--- src/power_mode_params.svh ---
`ifndef POWER_MODE_PARAMS_SVH
`define POWER_MODE_PARAMS_SVH

// ----------------------------------------------------------------------------
// Timing
// ----------------------------------------------------------------------------
`define CLK_PERIOD_NS 8
`define ACTIVE_WINDOW_NS 9000000
`define ACTIVE_WINDOW_CYCLES (`ACTIVE_WINDOW_NS / `CLK_PERIOD_NS)
`define BLANK_NS 100000
`define BLANK_CYCLES (`BLANK_NS / `CLK_PERIOD_NS)
`define WAKE_FILT_NS 1000
`define WAKE_FILT_CYCLES ((`WAKE_FILT_NS + `CLK_PERIOD_NS - 1) / `CLK_PERIOD_NS)

// ----------------------------------------------------------------------------
// Register map
// ----------------------------------------------------------------------------
`define REG_ADDR_W 7
`define REG_DATA_W 16
`define REG_SLOPE_CONFIG_ADDR 7'h3f
`define REG_STATUS_ADDR 7'h40
`define SLOPE_CONFIG_RESET 16'h0000
`define SLOPE_RESERVE_BOOST_BIT 8
`define SLOPE_SYNC_BOOST_BIT 9
`define SLOPE_SENSOR_BUCK_BIT 10

// ----------------------------------------------------------------------------
// Reset levels
// ----------------------------------------------------------------------------
`define SYNC_LEVEL_DEFAULT 1'h0
`define SENSOR_LEVEL_DEFAULT 1'h0

`endif

--- src/power_mode_pkg.sv ---
package power_mode_pkg;

    typedef enum logic [2:0] {
        POWER_OFF    = 3'h0,
        WAKE_MONITOR = 3'h1,
        AWAKE        = 3'h2,
        STARTUP      = 3'h3,
        RUN          = 3'h4,
        PM_SHUTDOWN  = 3'h5,
        ER_DRAIN     = 3'h6,
        VIN_BLANK    = 3'h7
    } power_state_t;

    typedef struct packed {
        logic sleep;
        logic shutdown;
        logic sensorBuckOff;
        logic chargeOn;
        logic chargeOff;
        logic dischargeOn;
        logic dischargeOff;
        logic sensorLevelWrite;
        logic sensorLevel9v;
    } power_cmd_t;

    typedef struct packed {
        logic batteryGood;
        logic inputMin;
        logic inputGood;
        logic syncOverReg;
    } monitor_t;

    typedef struct packed {
        logic syncBoostGood;
        logic sensorBuckGood;
        logic systemBuckGood;
    } reg_good_t;

    typedef struct packed {
        logic internalRegs;
        logic reserveBoost;
        logic syncPulseBoost;
        logic sensorBuck;
        logic systemBuck;
    } supply_en_t;

endpackage

--- src/wake_filter.sv ---
`timescale 1ns/1ps
`default_nettype none
`include "power_mode_params.svh"

module wake_filter #(
    parameter int unsigned FILT_CYCLES = `WAKE_FILT_CYCLES
) (
    input wire logic clk,
    input wire logic rst,
    input wire logic wakeRaw,
    output logic wakeFilt
);

    logic filt_q;
    logic filt_d;
    logic [31:0] cnt_q;
    logic [31:0] cnt_d;

    // The output only follows the input after it has held the new level for
    // the whole filter time, so a glitch shorter than that is dropped.
    always_comb
    begin
        filt_d = filt_q;
        cnt_d = 32'h0;
        if (wakeRaw != filt_q)
        begin
            if (cnt_q >= FILT_CYCLES - 1)
            begin
                filt_d = wakeRaw;
            end
            else
            begin
                cnt_d = cnt_q + 32'h1;
            end
        end
    end

    always_ff @(posedge clk or posedge rst)
    begin
        if (rst)
        begin
            filt_q <= 1'h0;
            cnt_q <= 32'h0;
        end
        else
        begin
            filt_q <= filt_d;
            cnt_q <= cnt_d;
        end
    end

    assign wakeFilt = filt_q;
endmodule
`default_nettype wire

--- src/power_mode_sequencer.sv ---
`timescale 1ns/1ps
`default_nettype none
`include "power_mode_params.svh"

module power_mode_sequencer #(
    parameter int unsigned ACTIVE_WINDOW_CYCLES = `ACTIVE_WINDOW_CYCLES,
    parameter int unsigned BLANK_CYCLES = `BLANK_CYCLES,
    parameter int unsigned WAKE_FILT_CYCLES = `WAKE_FILT_CYCLES
) (
    input wire logic clk,
    input wire logic rst,
    input wire logic wakeIn,
    input wire power_mode_pkg::monitor_t monitors,
    input wire power_mode_pkg::reg_good_t regGood,
    input wire power_mode_pkg::power_cmd_t cmd,
    input wire logic supplyLevelSelect,
    input wire logic regWrite,
    input wire logic regRead,
    input wire logic [`REG_ADDR_W-1:0] regAddr,
    input wire logic [`REG_DATA_W-1:0] regWdata,
    output logic [`REG_DATA_W-1:0] regRdata,
    output var power_mode_pkg::supply_en_t supplyEn,
    output logic sysResetN,
    output logic crossoverSwitchOn,
    output logic crossoverActive,
    output logic chargeEn,
    output logic dischargeEn,
    output logic sensorLevel9v,
    output logic systemLevel5v,
    output logic syncLevelHigh,
    output logic [2:0] fastSlope,
    output logic functionsEnable,
    output var power_mode_pkg::power_state_t powerState
);

    // ------------------------------------------------------------------------
    // Wake input filter
    // ------------------------------------------------------------------------
    logic wakeFilt;

    wake_filter #(
        .FILT_CYCLES(WAKE_FILT_CYCLES)
    ) u_wake_filter (
        .clk(clk),
        .rst(rst),
        .wakeRaw(wakeIn),
        .wakeFilt(wakeFilt)
    );

    // ------------------------------------------------------------------------
    // Mode state machine
    // ------------------------------------------------------------------------
    power_mode_pkg::power_state_t state_q;
    power_mode_pkg::power_state_t state_d;
    logic [31:0] windowCnt_q;
    logic [31:0] windowCnt_d;
    logic [31:0] blankCnt_q;
    logic [31:0] blankCnt_d;
    logic windowOpen;
    logic isActive;
    logic isPassive;
    logic powered;
    logic supplyLoss;
    logic sysResetN_q;

    assign windowOpen = windowCnt_q < ACTIVE_WINDOW_CYCLES;
    assign isActive = (state_q == power_mode_pkg::STARTUP) || (state_q == power_mode_pkg::RUN);
    assign isPassive = (state_q == power_mode_pkg::PM_SHUTDOWN) || (state_q == power_mode_pkg::ER_DRAIN)
        || (state_q == power_mode_pkg::VIN_BLANK);
    assign powered = isActive || isPassive;
    assign supplyLoss = !monitors.inputMin || !monitors.batteryGood;

    always_comb
    begin
        state_d = state_q;
        // The window counter is cleared in the awake state, which every entry
        // into the startup state passes through.
        if (state_q == power_mode_pkg::AWAKE)
        begin
            windowCnt_d = 32'h0;
        end
        else if (isActive && windowOpen)
        begin
            windowCnt_d = windowCnt_q + 32'h1;
        end
        else
        begin
            windowCnt_d = windowCnt_q;
        end
        blankCnt_d = (state_q == power_mode_pkg::VIN_BLANK) ? blankCnt_q + 32'h1 : 32'h0;
        unique case (state_q)
            power_mode_pkg::POWER_OFF:
            begin
                if (wakeIn)
                begin
                    state_d = power_mode_pkg::WAKE_MONITOR;
                end
            end
            power_mode_pkg::WAKE_MONITOR:
            begin
                if (wakeFilt)
                begin
                    state_d = power_mode_pkg::AWAKE;
                end
            end
            power_mode_pkg::AWAKE:
            begin
                if (!wakeFilt)
                begin
                    state_d = power_mode_pkg::WAKE_MONITOR;
                end
                else if (monitors.inputMin)
                begin
                    state_d = power_mode_pkg::STARTUP;
                end
            end
            power_mode_pkg::STARTUP, power_mode_pkg::RUN:
            begin
                if (windowOpen && !wakeFilt)
                begin
                    state_d = power_mode_pkg::WAKE_MONITOR;
                end
                else if (supplyLoss)
                begin
                    state_d = power_mode_pkg::VIN_BLANK;
                end
                else if (state_q == power_mode_pkg::STARTUP)
                begin
                    if (sysResetN_q)
                    begin
                        state_d = power_mode_pkg::RUN;
                    end
                end
                else if (cmd.shutdown)
                begin
                    state_d = power_mode_pkg::PM_SHUTDOWN;
                end
                // A sleep request counts only once the wake line has dropped
                // after the early window.
                else if (cmd.sleep && !wakeFilt && !windowOpen)
                begin
                    state_d = power_mode_pkg::PM_SHUTDOWN;
                end
            end
            power_mode_pkg::VIN_BLANK:
            begin
                if (!supplyLoss)
                begin
                    state_d = power_mode_pkg::RUN;
                end
                else if (blankCnt_q >= BLANK_CYCLES - 1)
                begin
                    state_d = monitors.inputGood ? power_mode_pkg::PM_SHUTDOWN : power_mode_pkg::ER_DRAIN;
                end
            end
            power_mode_pkg::PM_SHUTDOWN:
            begin
                if (cmd.sensorBuckOff)
                begin
                    state_d = power_mode_pkg::POWER_OFF;
                end
            end
            power_mode_pkg::ER_DRAIN:
            begin
                // Only the internal power-on reset leaves this state.
                state_d = power_mode_pkg::ER_DRAIN;
            end
        endcase
    end

    always_ff @(posedge clk or posedge rst)
    begin
        if (rst)
        begin
            state_q <= power_mode_pkg::POWER_OFF;
            windowCnt_q <= 32'h0;
            blankCnt_q <= 32'h0;
        end
        else
        begin
            state_q <= state_d;
            windowCnt_q <= windowCnt_d;
            blankCnt_q <= blankCnt_d;
        end
    end

    // ------------------------------------------------------------------------
    // Supply sequencing and reserve control
    // ------------------------------------------------------------------------
    power_mode_pkg::supply_en_t supplyEn_q;
    power_mode_pkg::supply_en_t supplyEn_d;
    logic sysResetN_d;
    logic crossover_q;
    logic crossover_d;
    logic chargeEn_q;
    logic chargeEn_d;
    logic dischargeEn_q;
    logic dischargeEn_d;
    logic sensorLevel_q;
    logic sensorLevel_d;
    logic systemLevel_q;
    logic functionsEn_q;

    always_comb
    begin
        supplyEn_d.internalRegs = state_q != power_mode_pkg::POWER_OFF;
        supplyEn_d.reserveBoost = isActive;
        supplyEn_d.syncPulseBoost = powered && !monitors.syncOverReg;
        // The bucks latch on once started so a sync boost pause at high
        // battery does not drop the downstream rails.
        supplyEn_d.sensorBuck = powered && (supplyEn_q.sensorBuck || regGood.syncBoostGood);
        supplyEn_d.systemBuck = powered && supplyEn_q.sensorBuck
            && (supplyEn_q.systemBuck || regGood.sensorBuckGood);
        sysResetN_d = powered && supplyEn_q.systemBuck && regGood.systemBuckGood;
        crossover_d = (state_q == power_mode_pkg::PM_SHUTDOWN) || (state_q == power_mode_pkg::ER_DRAIN)
            || (powered && !monitors.batteryGood);
        chargeEn_d = chargeEn_q;
        if (!isActive)
        begin
            chargeEn_d = 1'h0;
        end
        else if (cmd.chargeOff)
        begin
            chargeEn_d = 1'h0;
        end
        else if (cmd.chargeOn && sysResetN_q && !dischargeEn_q)
        begin
            chargeEn_d = 1'h1;
        end
        dischargeEn_d = dischargeEn_q;
        if (state_q != power_mode_pkg::PM_SHUTDOWN)
        begin
            dischargeEn_d = 1'h0;
        end
        else if (cmd.dischargeOff)
        begin
            dischargeEn_d = 1'h0;
        end
        else if (cmd.dischargeOn)
        begin
            dischargeEn_d = 1'h1;
        end
        sensorLevel_d = cmd.sensorLevelWrite ? cmd.sensorLevel9v : sensorLevel_q;
    end

    always_ff @(posedge clk or posedge rst)
    begin
        if (rst)
        begin
            supplyEn_q <= '0;
            sysResetN_q <= 1'h0;
            crossover_q <= 1'h0;
            chargeEn_q <= 1'h0;
            dischargeEn_q <= 1'h0;
            sensorLevel_q <= `SENSOR_LEVEL_DEFAULT;
            systemLevel_q <= 1'h0;
            functionsEn_q <= 1'h0;
        end
        else
        begin
            supplyEn_q <= supplyEn_d;
            sysResetN_q <= sysResetN_d;
            crossover_q <= crossover_d;
            chargeEn_q <= chargeEn_d;
            dischargeEn_q <= dischargeEn_d;
            sensorLevel_q <= sensorLevel_d;
            systemLevel_q <= supplyLevelSelect;
            functionsEn_q <= powered;
        end
    end

    // ------------------------------------------------------------------------
    // Register port
    // ------------------------------------------------------------------------
    logic [`REG_DATA_W-1:0] slope_q;
    logic [`REG_DATA_W-1:0] slope_d;
    logic [`REG_DATA_W-1:0] rdata_q;
    logic [`REG_DATA_W-1:0] rdata_d;

    always_comb
    begin
        slope_d = slope_q;
        if (regWrite && (regAddr == `REG_SLOPE_CONFIG_ADDR))
        begin
            slope_d = regWdata;
        end
        rdata_d = rdata_q;
        if (regRead)
        begin
            unique case (regAddr)
                `REG_SLOPE_CONFIG_ADDR: rdata_d = slope_q;
                `REG_STATUS_ADDR: rdata_d = {7'h0, systemLevel_q, sensorLevel_q, dischargeEn_q, chargeEn_q,
                    crossover_q, sysResetN_q, state_q};
                default: rdata_d = 16'h0000;
            endcase
        end
    end

    always_ff @(posedge clk or posedge rst)
    begin
        if (rst)
        begin
            slope_q <= `SLOPE_CONFIG_RESET;
            rdata_q <= 16'h0000;
        end
        else
        begin
            slope_q <= slope_d;
            rdata_q <= rdata_d;
        end
    end

    // ------------------------------------------------------------------------
    // Outputs
    // ------------------------------------------------------------------------
    assign regRdata = rdata_q;
    assign supplyEn = supplyEn_q;
    assign sysResetN = sysResetN_q;
    assign crossoverSwitchOn = crossover_q;
    assign crossoverActive = crossover_q;
    assign chargeEn = chargeEn_q;
    assign dischargeEn = dischargeEn_q;
    assign sensorLevel9v = sensorLevel_q;
    assign systemLevel5v = systemLevel_q;
    assign syncLevelHigh = `SYNC_LEVEL_DEFAULT;
    assign fastSlope = {slope_q[`SLOPE_SENSOR_BUCK_BIT], slope_q[`SLOPE_SYNC_BOOST_BIT],
        slope_q[`SLOPE_RESERVE_BOOST_BIT]};
    assign functionsEnable = functionsEn_q;
    assign powerState = state_q;
endmodule
`default_nettype wire

--- config.mk ---
export PLATFORM = sky130hd
export DESIGN_NAME = power_mode_sequencer
export DESIGN_NICKNAME = d
export VERILOG_FILES = /design/src/power_mode_pkg.sv /design/src/wake_filter.sv /design/src/power_mode_sequencer.sv
export VERILOG_INCLUDE_DIRS = /design/src /design/src/src
export SDC_FILE = /design/constraint.sdc
export NUM_CORES = 1
export LEC_CHECK = 0
export BUFFER_PORTS_ARGS = -buffer_cell sky130_fd_sc_hd__clkbuf_2
export CAP_MARGIN = 10
export CORE_UTILIZATION = 35
export CTS_CLUSTER_SIZE = 8
export DETAILED_ROUTE_END_ITERATION = 10
export SLEW_MARGIN = 20
export SYNTH_ARGS = -nofsm -noshare
export SYNTH_HDL_FRONTEND = slang
export SYNTH_SLANG_ARGS = --single-unit
--- constraint.sdc ---
create_clock -name clk -period 9.08 [get_ports clk]
set_clock_uncertainty 0.2 [all_clocks]
set_input_delay 0.454 -clock clk [delete_from_list [all_inputs] [get_ports clk]]
set_output_delay 0.454 -clock clk [all_outputs]
set_load 0.01 [all_outputs]
; Yosys cells after proc, flatten, opt, wreduce, memory -nomap -nowiden
; Index checks and enable logic that the tools add are counted.
; W data, S select, Z words.
[classes]
n_addsub = 3
magnitude_cmp = 3
n_eq_ne = 19
n_mux = 27
reduce_logical = 35
[op_table]
columns = op, n
row1 = $mux W32, 5
row2 = $add A32 B1 Y32 const B, 3
row3 = $mux W3, 13
row4 = $ge A32 B14 Y1 const B, 1
row5 = $ge A32 B7 Y1 const B, 1
row6 = $lt A32 B21 Y1 const B, 1
row7 = $pmux W16 S2, 1
row8 = $pmux W3 S7, 1
row9 = $logic_and A1 B1 Y1, 14
row10 = $eq A3 B3 Y1 const B, 4
row11 = $logic_or A1 B1 Y1, 8
row12 = $eq A7 B6 Y1 const B, 1
row13 = $eq A7 B7 Y1 const B, 1
row14 = $reduce_and A7 Y1, 1
row15 = $eq A3 B2 Y1 const B, 2
row16 = $logic_not A1 Y1, 6
row17 = $mux W1, 6
row18 = $ne A3 B2 Y1 const B, 2
row19 = $ne A3 B3 Y1 const B, 2
row20 = $ne A6 B6 Y1 const B, 1
row21 = $reduce_bool A3 Y1, 2
row22 = $ne A5 B5 Y1 const B, 1
row23 = $ne A2 B2 Y1 const B, 2
row24 = $eq A3 B1 Y1 const B, 1
row25 = other kinds (7), 7
[totals]
register_bits = 144
input_bits = 45
elab_cells = 106

; Longest topological paths before layout
[logic_depth]
ltp_word = 9
depth_mapped = 7
mapped_depth_nobuf = 7

; Modules after synthesis
; Synthesis repeated with hierarchy kept, for this count alone.
[hier_totals]
cells_unflattened = 583
area_unflattened_um2 = 6299.8
[by_module_without_submodules]
columns = module, n_inst, cells_per_inst, area_each_um2, seq_area_each_um2
row1 = power_mode_sequencer, 1, 511, 5168.7, 2777.7
row2 = wake_filter, 1, 72, 1131.1, 825.8

; Least setup slack after synthesis
; No wires, ideal clock.
[synth_timing]
path_type = register -> register
startpoint = register windowCnt_q[3]
endpoint = register state_q[1], in the netlist powerState[1]
arrival_time_ns = 1.918
setup_slack_ns = 6.842
stages_incl_launch_ff = 7
path_buffers = 0
period_less_slack_ns = 2.238
cell_sequence = dfrtp_1 nor4_2 o211ai_2 a211oi_2 o21ai_1 a2111oi_0 and3b_1
[synth_between]
elab_chain_len = 5
elab_cells_between_ends = 9
classes_between = 1 x order compare / 2 x eq/ne / 2 x mux / 4 x reduce/logical
[synth_lines]
columns = item, line_no
row1 = from (decl), power_mode_sequencer.sv:55  ; logic [31:0] windowCnt_q;
row2 = from (signal assigned), power_mode_sequencer.sv:182  ; windowCnt_q <= windowCnt_d;
row3 = $lt A32 B21 Y1 *, power_mode_sequencer.sv:66  ; assign windowOpen = windowCnt_q < ACTIVE_WINDOW_CYCLES;
row4 = $logic_not A1 Y1, power_mode_sequencer.sv:140  ; else if (cmd.sleep && !wakeFilt && !windowOpen)
row5 = $logic_and A1 B1 Y1, power_mode_sequencer.sv:140
row6 = $ne A6 B6 Y1 (no line), n/a
row7 = $reduce_and A7 Y1 (no line), n/a
row8 = to (signal assigned), power_mode_sequencer.sv:175  ; state_q <= power_mode_pkg::POWER_OFF;
row9 = to (signal assigned), power_mode_sequencer.sv:181  ; state_q <= state_d;
row10 = to (decl), power_mode_sequencer.sv:53  ; power_mode_pkg::power_state_t state_q;
; Every way passes the cells marked *; elsewhere a longest branch is shown, timed or not.
; A chain may end at the register's enable or synchronous reset.

; Final worst setup path
[layout_timing]
startpoint = register state_q[2], in the netlist powerState[2]
endpoint = register windowCnt_q[18]
[layout_between]
elab_chain_len = 4
elab_cells_between_ends = 7
classes_between = 3 x eq/ne / 1 x mux / 3 x reduce/logical
[layout_lines]
columns = item, line_no
row1 = $eq A3 B2 Y1 or $eq A3 B3 Y1 (tied branches), power_mode_sequencer.sv:67  ; assign isActive = (state_q == power_mode_pkg::STARTUP) || (state_q == power_mode_pkg::RUN);
row2 = $logic_or A1 B1 Y1, power_mode_sequencer.sv:67
row3 = $logic_and A1 B1 Y1, power_mode_sequencer.sv:82  ; else if (isActive && windowOpen)
row4 = $reduce_bool A2 Y1 (no line), n/a
; Parallel ways exist; a longest one is shown, timed or not.

==> run summary <==
The run finished with clean final reports. The pre-antenna-repair detailed-routing pass consisted of 4 iterations. The site row count came out at 48. The final cell count without fillers came out at 912. The first routing iteration left 253 violations. For the pin with the worst max-slew slack, the measured transition is 970.0 ps. Yosys mapped a number of flops with a built-in enable equal to 0. The leakage power came out at 3.540 nW. During synthesis, Yosys emitted a total of 0 warnings. Entering global routing, the biggest net connects 78 pins. The number of nets still failing antenna checks after routing is 0. The final critical delay including setup and external delays is 2685 ps. Setup slack on the critical path of the routed design comes to 6395 ps. The power per standard cell area came out at 231.6 mW/mm2. The final hold slack is 66.00 ps.

The critical path capture point type is a flip-flop. The share of synthesized area occupied by flip-flops and latches came out at 57.70%. In the final routed layout, each cell accounts on average for 14.35 um. Along the worst path, the maximum fanout reaches 17.

The number of sinks driven by the clock tree came out at 144. The summed negative setup slack over all endpoints came out at 0 ps. The number of distinct library cell variants in the gate-level netlist after synthesis came out at 53. The clock latency at the later pin of the worst-skew pair is 420 ps.

After synthesis, the share of flip-flops with an asynchronous set or reset is 100.0%. The maximum clock insertion buffer count is 2. The clock root buffer is sky130_fd_sc_hd__clkbuf_16.

The clock edge transition at the registers on the reported setup and hold paths is 60 ps. The utilization after layout is 44.24%. The number of antenna violations at the first check in global routing is 0. Once the floorplan was initialized, standard cells occupied 35.98% of the core. The cell count after placement is 875. The worst setup path is of the reg2reg kind. The half-perimeter wire length after detailed placement is 9050 um.

The total global routing overflow came out at 0. Across the VDD grid, the largest voltage drop is 0.0001314 V. The area enclosed by the die boundary is 0.01838 mm2. The area growth from synthesis to layout is 22.96%. The average size of a mapped cell is 11.03 um2. At the end of routability-driven placement, the weighted congestion stood at 0.7799. The area of the mapped netlist came out at 0.006245 mm2.

The final setup violation count came out at 0. The clock tree from TritonCTS is yes. The most used flip-flop cell after synthesis is sky130_fd_sc_hd__dfrtp_1. The chip height is 135.6 um. The detailed router placed 4,518 vias in this run. Of the cells placed in the final design, the portion with a size suffix greater than 1 is 21.83%. 81 I/O pins were placed. The maximum operating frequency is 372.4 MHz. Buffers placed on the I/O ports in this run total 79. In this run the standard cell core region covers 0.01736 mm2. The remaining routing DRC violations is 0. The global-route total usage across every layer is 15.26%. The wire length of the first global-routing pass is 21,800 um. The wire length reported by the detailed router came out at 13,090 um. The number of slew-limit violations in the final report is 0. The data arrival at the endpoint of the critical path is 2780 ps. The final-stage net count came out at 723.

The via count of the first global-routing pass was 4,437. Once placement finished, the instance area stood at 0.006939 mm2. The via density per instance is 4.954. The final instance area came out at 0.007679 mm2.

At the worst endpoint, the required time is 9180 ps. The sort of element at the start of the critical path is a flip-flop. The number of H-tree branching levels is 4. Headroom to the max-slew limit came out at 34.79%. The repair_antennas step left the layout with diodes totalling 0. The count of final hold-check violations is 0. The number of max-cap violations came out at 0. The number of instances in the synthesized netlist came out at 566. The final period utilization is 29.57%.

The CTS buffer count is 17. The worst-case setup slack after placement came out at 5995 ps. Setup repair after global routing left no endpoint under its margin.

The total power of the final layout is 1.778 mW. The floorplan step set the die width to 135.6 um. The flip-flop and latch count after synthesis is 144.

The type of the tightest min-delay check is in2reg.
critical path, stage by stage, from the launching register on:
cell and delay (ps):
sky130_fd_sc_hd__dfrtp_1 700, sky130_fd_sc_hd__nor3b_1 300, sky130_fd_sc_hd__o21ai_0 180, sky130_fd_sc_hd__a2111oi_4 700, sky130_fd_sc_hd__nand3_1 230, sky130_fd_sc_hd__xor2_1 190
sky130_fd_sc_hd__nor2_1 50
logic make-up after synthesis:
family	count (synthesis)	synth area share [%]
flops	144	57.70
mux	20	3.566
fa+ha+maj	4	0.8015
simple gates	238	19.98
xor+xnor	52	7.293
compound gates	65	7.774
other cells	1	0.06005
buf+inv	42	2.825
sequential cells by signal, summed over array words and instances, names as in the netlist:
signal and count:
crossoverActive 1, windowCnt_q 32, sysResetN 1, blankCnt_q 32, supplyEn 5, powerState 3, slope_q 16, u_wake_filter.cnt_q 32
chargeEn 1, sensorLevel9v 1, regRdata 16, dischargeEn 1, systemLevel5v 1, functionsEnable 1, u_wake_filter.wakeFilt 1
metal layers:
layer	GRT usage (%)	part of all wire, %	routed length [um]	vias up
met5	0	0	0	-
met4	5.556	1.5	190	0
met3	4.265	3.7	478	18
met2	24.38	49	6450	74
met1	19.66	46	5969	2253
li1	-	-	-	2173
timing repair:
| action | CTS | global route |
|---|---|---|
| endpoints found under the hold margin | 71 | 0 |
| setup buffers | 0 | 0 |
| gates resized for setup | 0 | 0 |
| endpoints found under the setup margin | 0 | 0 |
| hold buffers | 5 | 0 |
cell type report:
cell class | count | area, um2
multi-input combinational | 405 | 2571
fill | 1624 | 9678
timing repair buffer | 86 | 460.4
sequential | 144 | 3603
clock buffer | 17 | 425.4
inverter | 20 | 80.08
tap | 225 | 281.5
clock inverter | 15 | 256.5
power by group:
group          internal [mW]  switching [mW]
combinational         0.0923           0.147
sequential             0.684          0.0576
clock                  0.520           0.278
cells in the mapped netlist (3+ instances only):
| cell type | count | share of area, % |
|---|---|---|
| sky130_fd_sc_hd__o31ai_1 | 4 | 0.48 |
| sky130_fd_sc_hd__buf_1 | 3 | 0.18 |
| sky130_fd_sc_hd__and4_1 | 5 | 0.70 |
| sky130_fd_sc_hd__nor2_1 | 82 | 4.9 |
| sky130_fd_sc_hd__nor3b_1 | 3 | 0.36 |
| sky130_fd_sc_hd__nand4_1 | 15 | 1.5 |
| sky130_fd_sc_hd__xor2_1 | 38 | 5.3 |
| sky130_fd_sc_hd__nor3_1 | 6 | 0.48 |
| sky130_fd_sc_hd__a22oi_1 | 10 | 1.2 |
| sky130_fd_sc_hd__or3_1 | 8 | 0.80 |
| sky130_fd_sc_hd__nor4_1 | 12 | 1.2 |
| sky130_fd_sc_hd__nor2b_1 | 12 | 1.2 |
| sky130_fd_sc_hd__xnor2_1 | 14 | 2.0 |
| sky130_fd_sc_hd__nand3_1 | 34 | 2.7 |
| sky130_fd_sc_hd__mux2_2 | 18 | 3.2 |
| sky130_fd_sc_hd__nand2_1 | 25 | 1.5 |
| sky130_fd_sc_hd__buf_4 | 5 | 0.60 |
| sky130_fd_sc_hd__nor4_2 | 4 | 0.80 |
| sky130_fd_sc_hd__o21ai_1 | 3 | 0.24 |
| sky130_fd_sc_hd__a21oi_1 | 16 | 1.3 |
| sky130_fd_sc_hd__and3_1 | 17 | 1.7 |
| sky130_fd_sc_hd__o21ai_0 | 14 | 1.1 |
| sky130_fd_sc_hd__dfrtp_1 | 144 | 58 |
| sky130_fd_sc_hd__and2_1 | 3 | 0.30 |
| sky130_fd_sc_hd__clkbuf_1 | 14 | 0.84 |
| sky130_fd_sc_hd__inv_1 | 20 | 1.2 |
| sky130_fd_sc_hd__ha_1 | 4 | 0.80 |
cell usage in the layout, fill, tap and decap left out, drive strengths merged, types with 5 or more instances in the layout:
master	n
dlygate4sd3	5
nand3	35
nor2	82
nand2	25
and3	18
nor2b	12
and4	5
dfrtp	144
inv	24
nor3	8
conb	26
clkbuf	96
a21oi	16
nand4	15
mux2	18
o21ai	17
bufinv	6
xnor2	14
a22oi	10
nor4	16
xor2	38
or3	9
worst paths after layout:
check                                          startpoint                                 to  slack (ps)  depth (start not counted)
min in group asynchronous                             rst  u_wake_filter.cnt_q[16]$_DFF_PP0_         470                          3
worst min register to register    blankCnt_q[0]$_DFF_PP0_            blankCnt_q[0]$_DFF_PP0_         300                          1
max in group asynchronous                             rst           regRdata[10]$_DFFE_PP0P_        6810                          4
worst max-delay path            powerState[2]$_DFFE_PP0P_        windowCnt_q[18]$_DFFE_PP0P_        6400                          6
worst min-delay path                         regWdata[10]            slope_q[10]$_DFFE_PP0P_          70                          2
worst max register to register  powerState[2]$_DFFE_PP0P_        windowCnt_q[18]$_DFFE_PP0P_        6400                          6
Note: power is estimated with default switching activity, not from simulation.
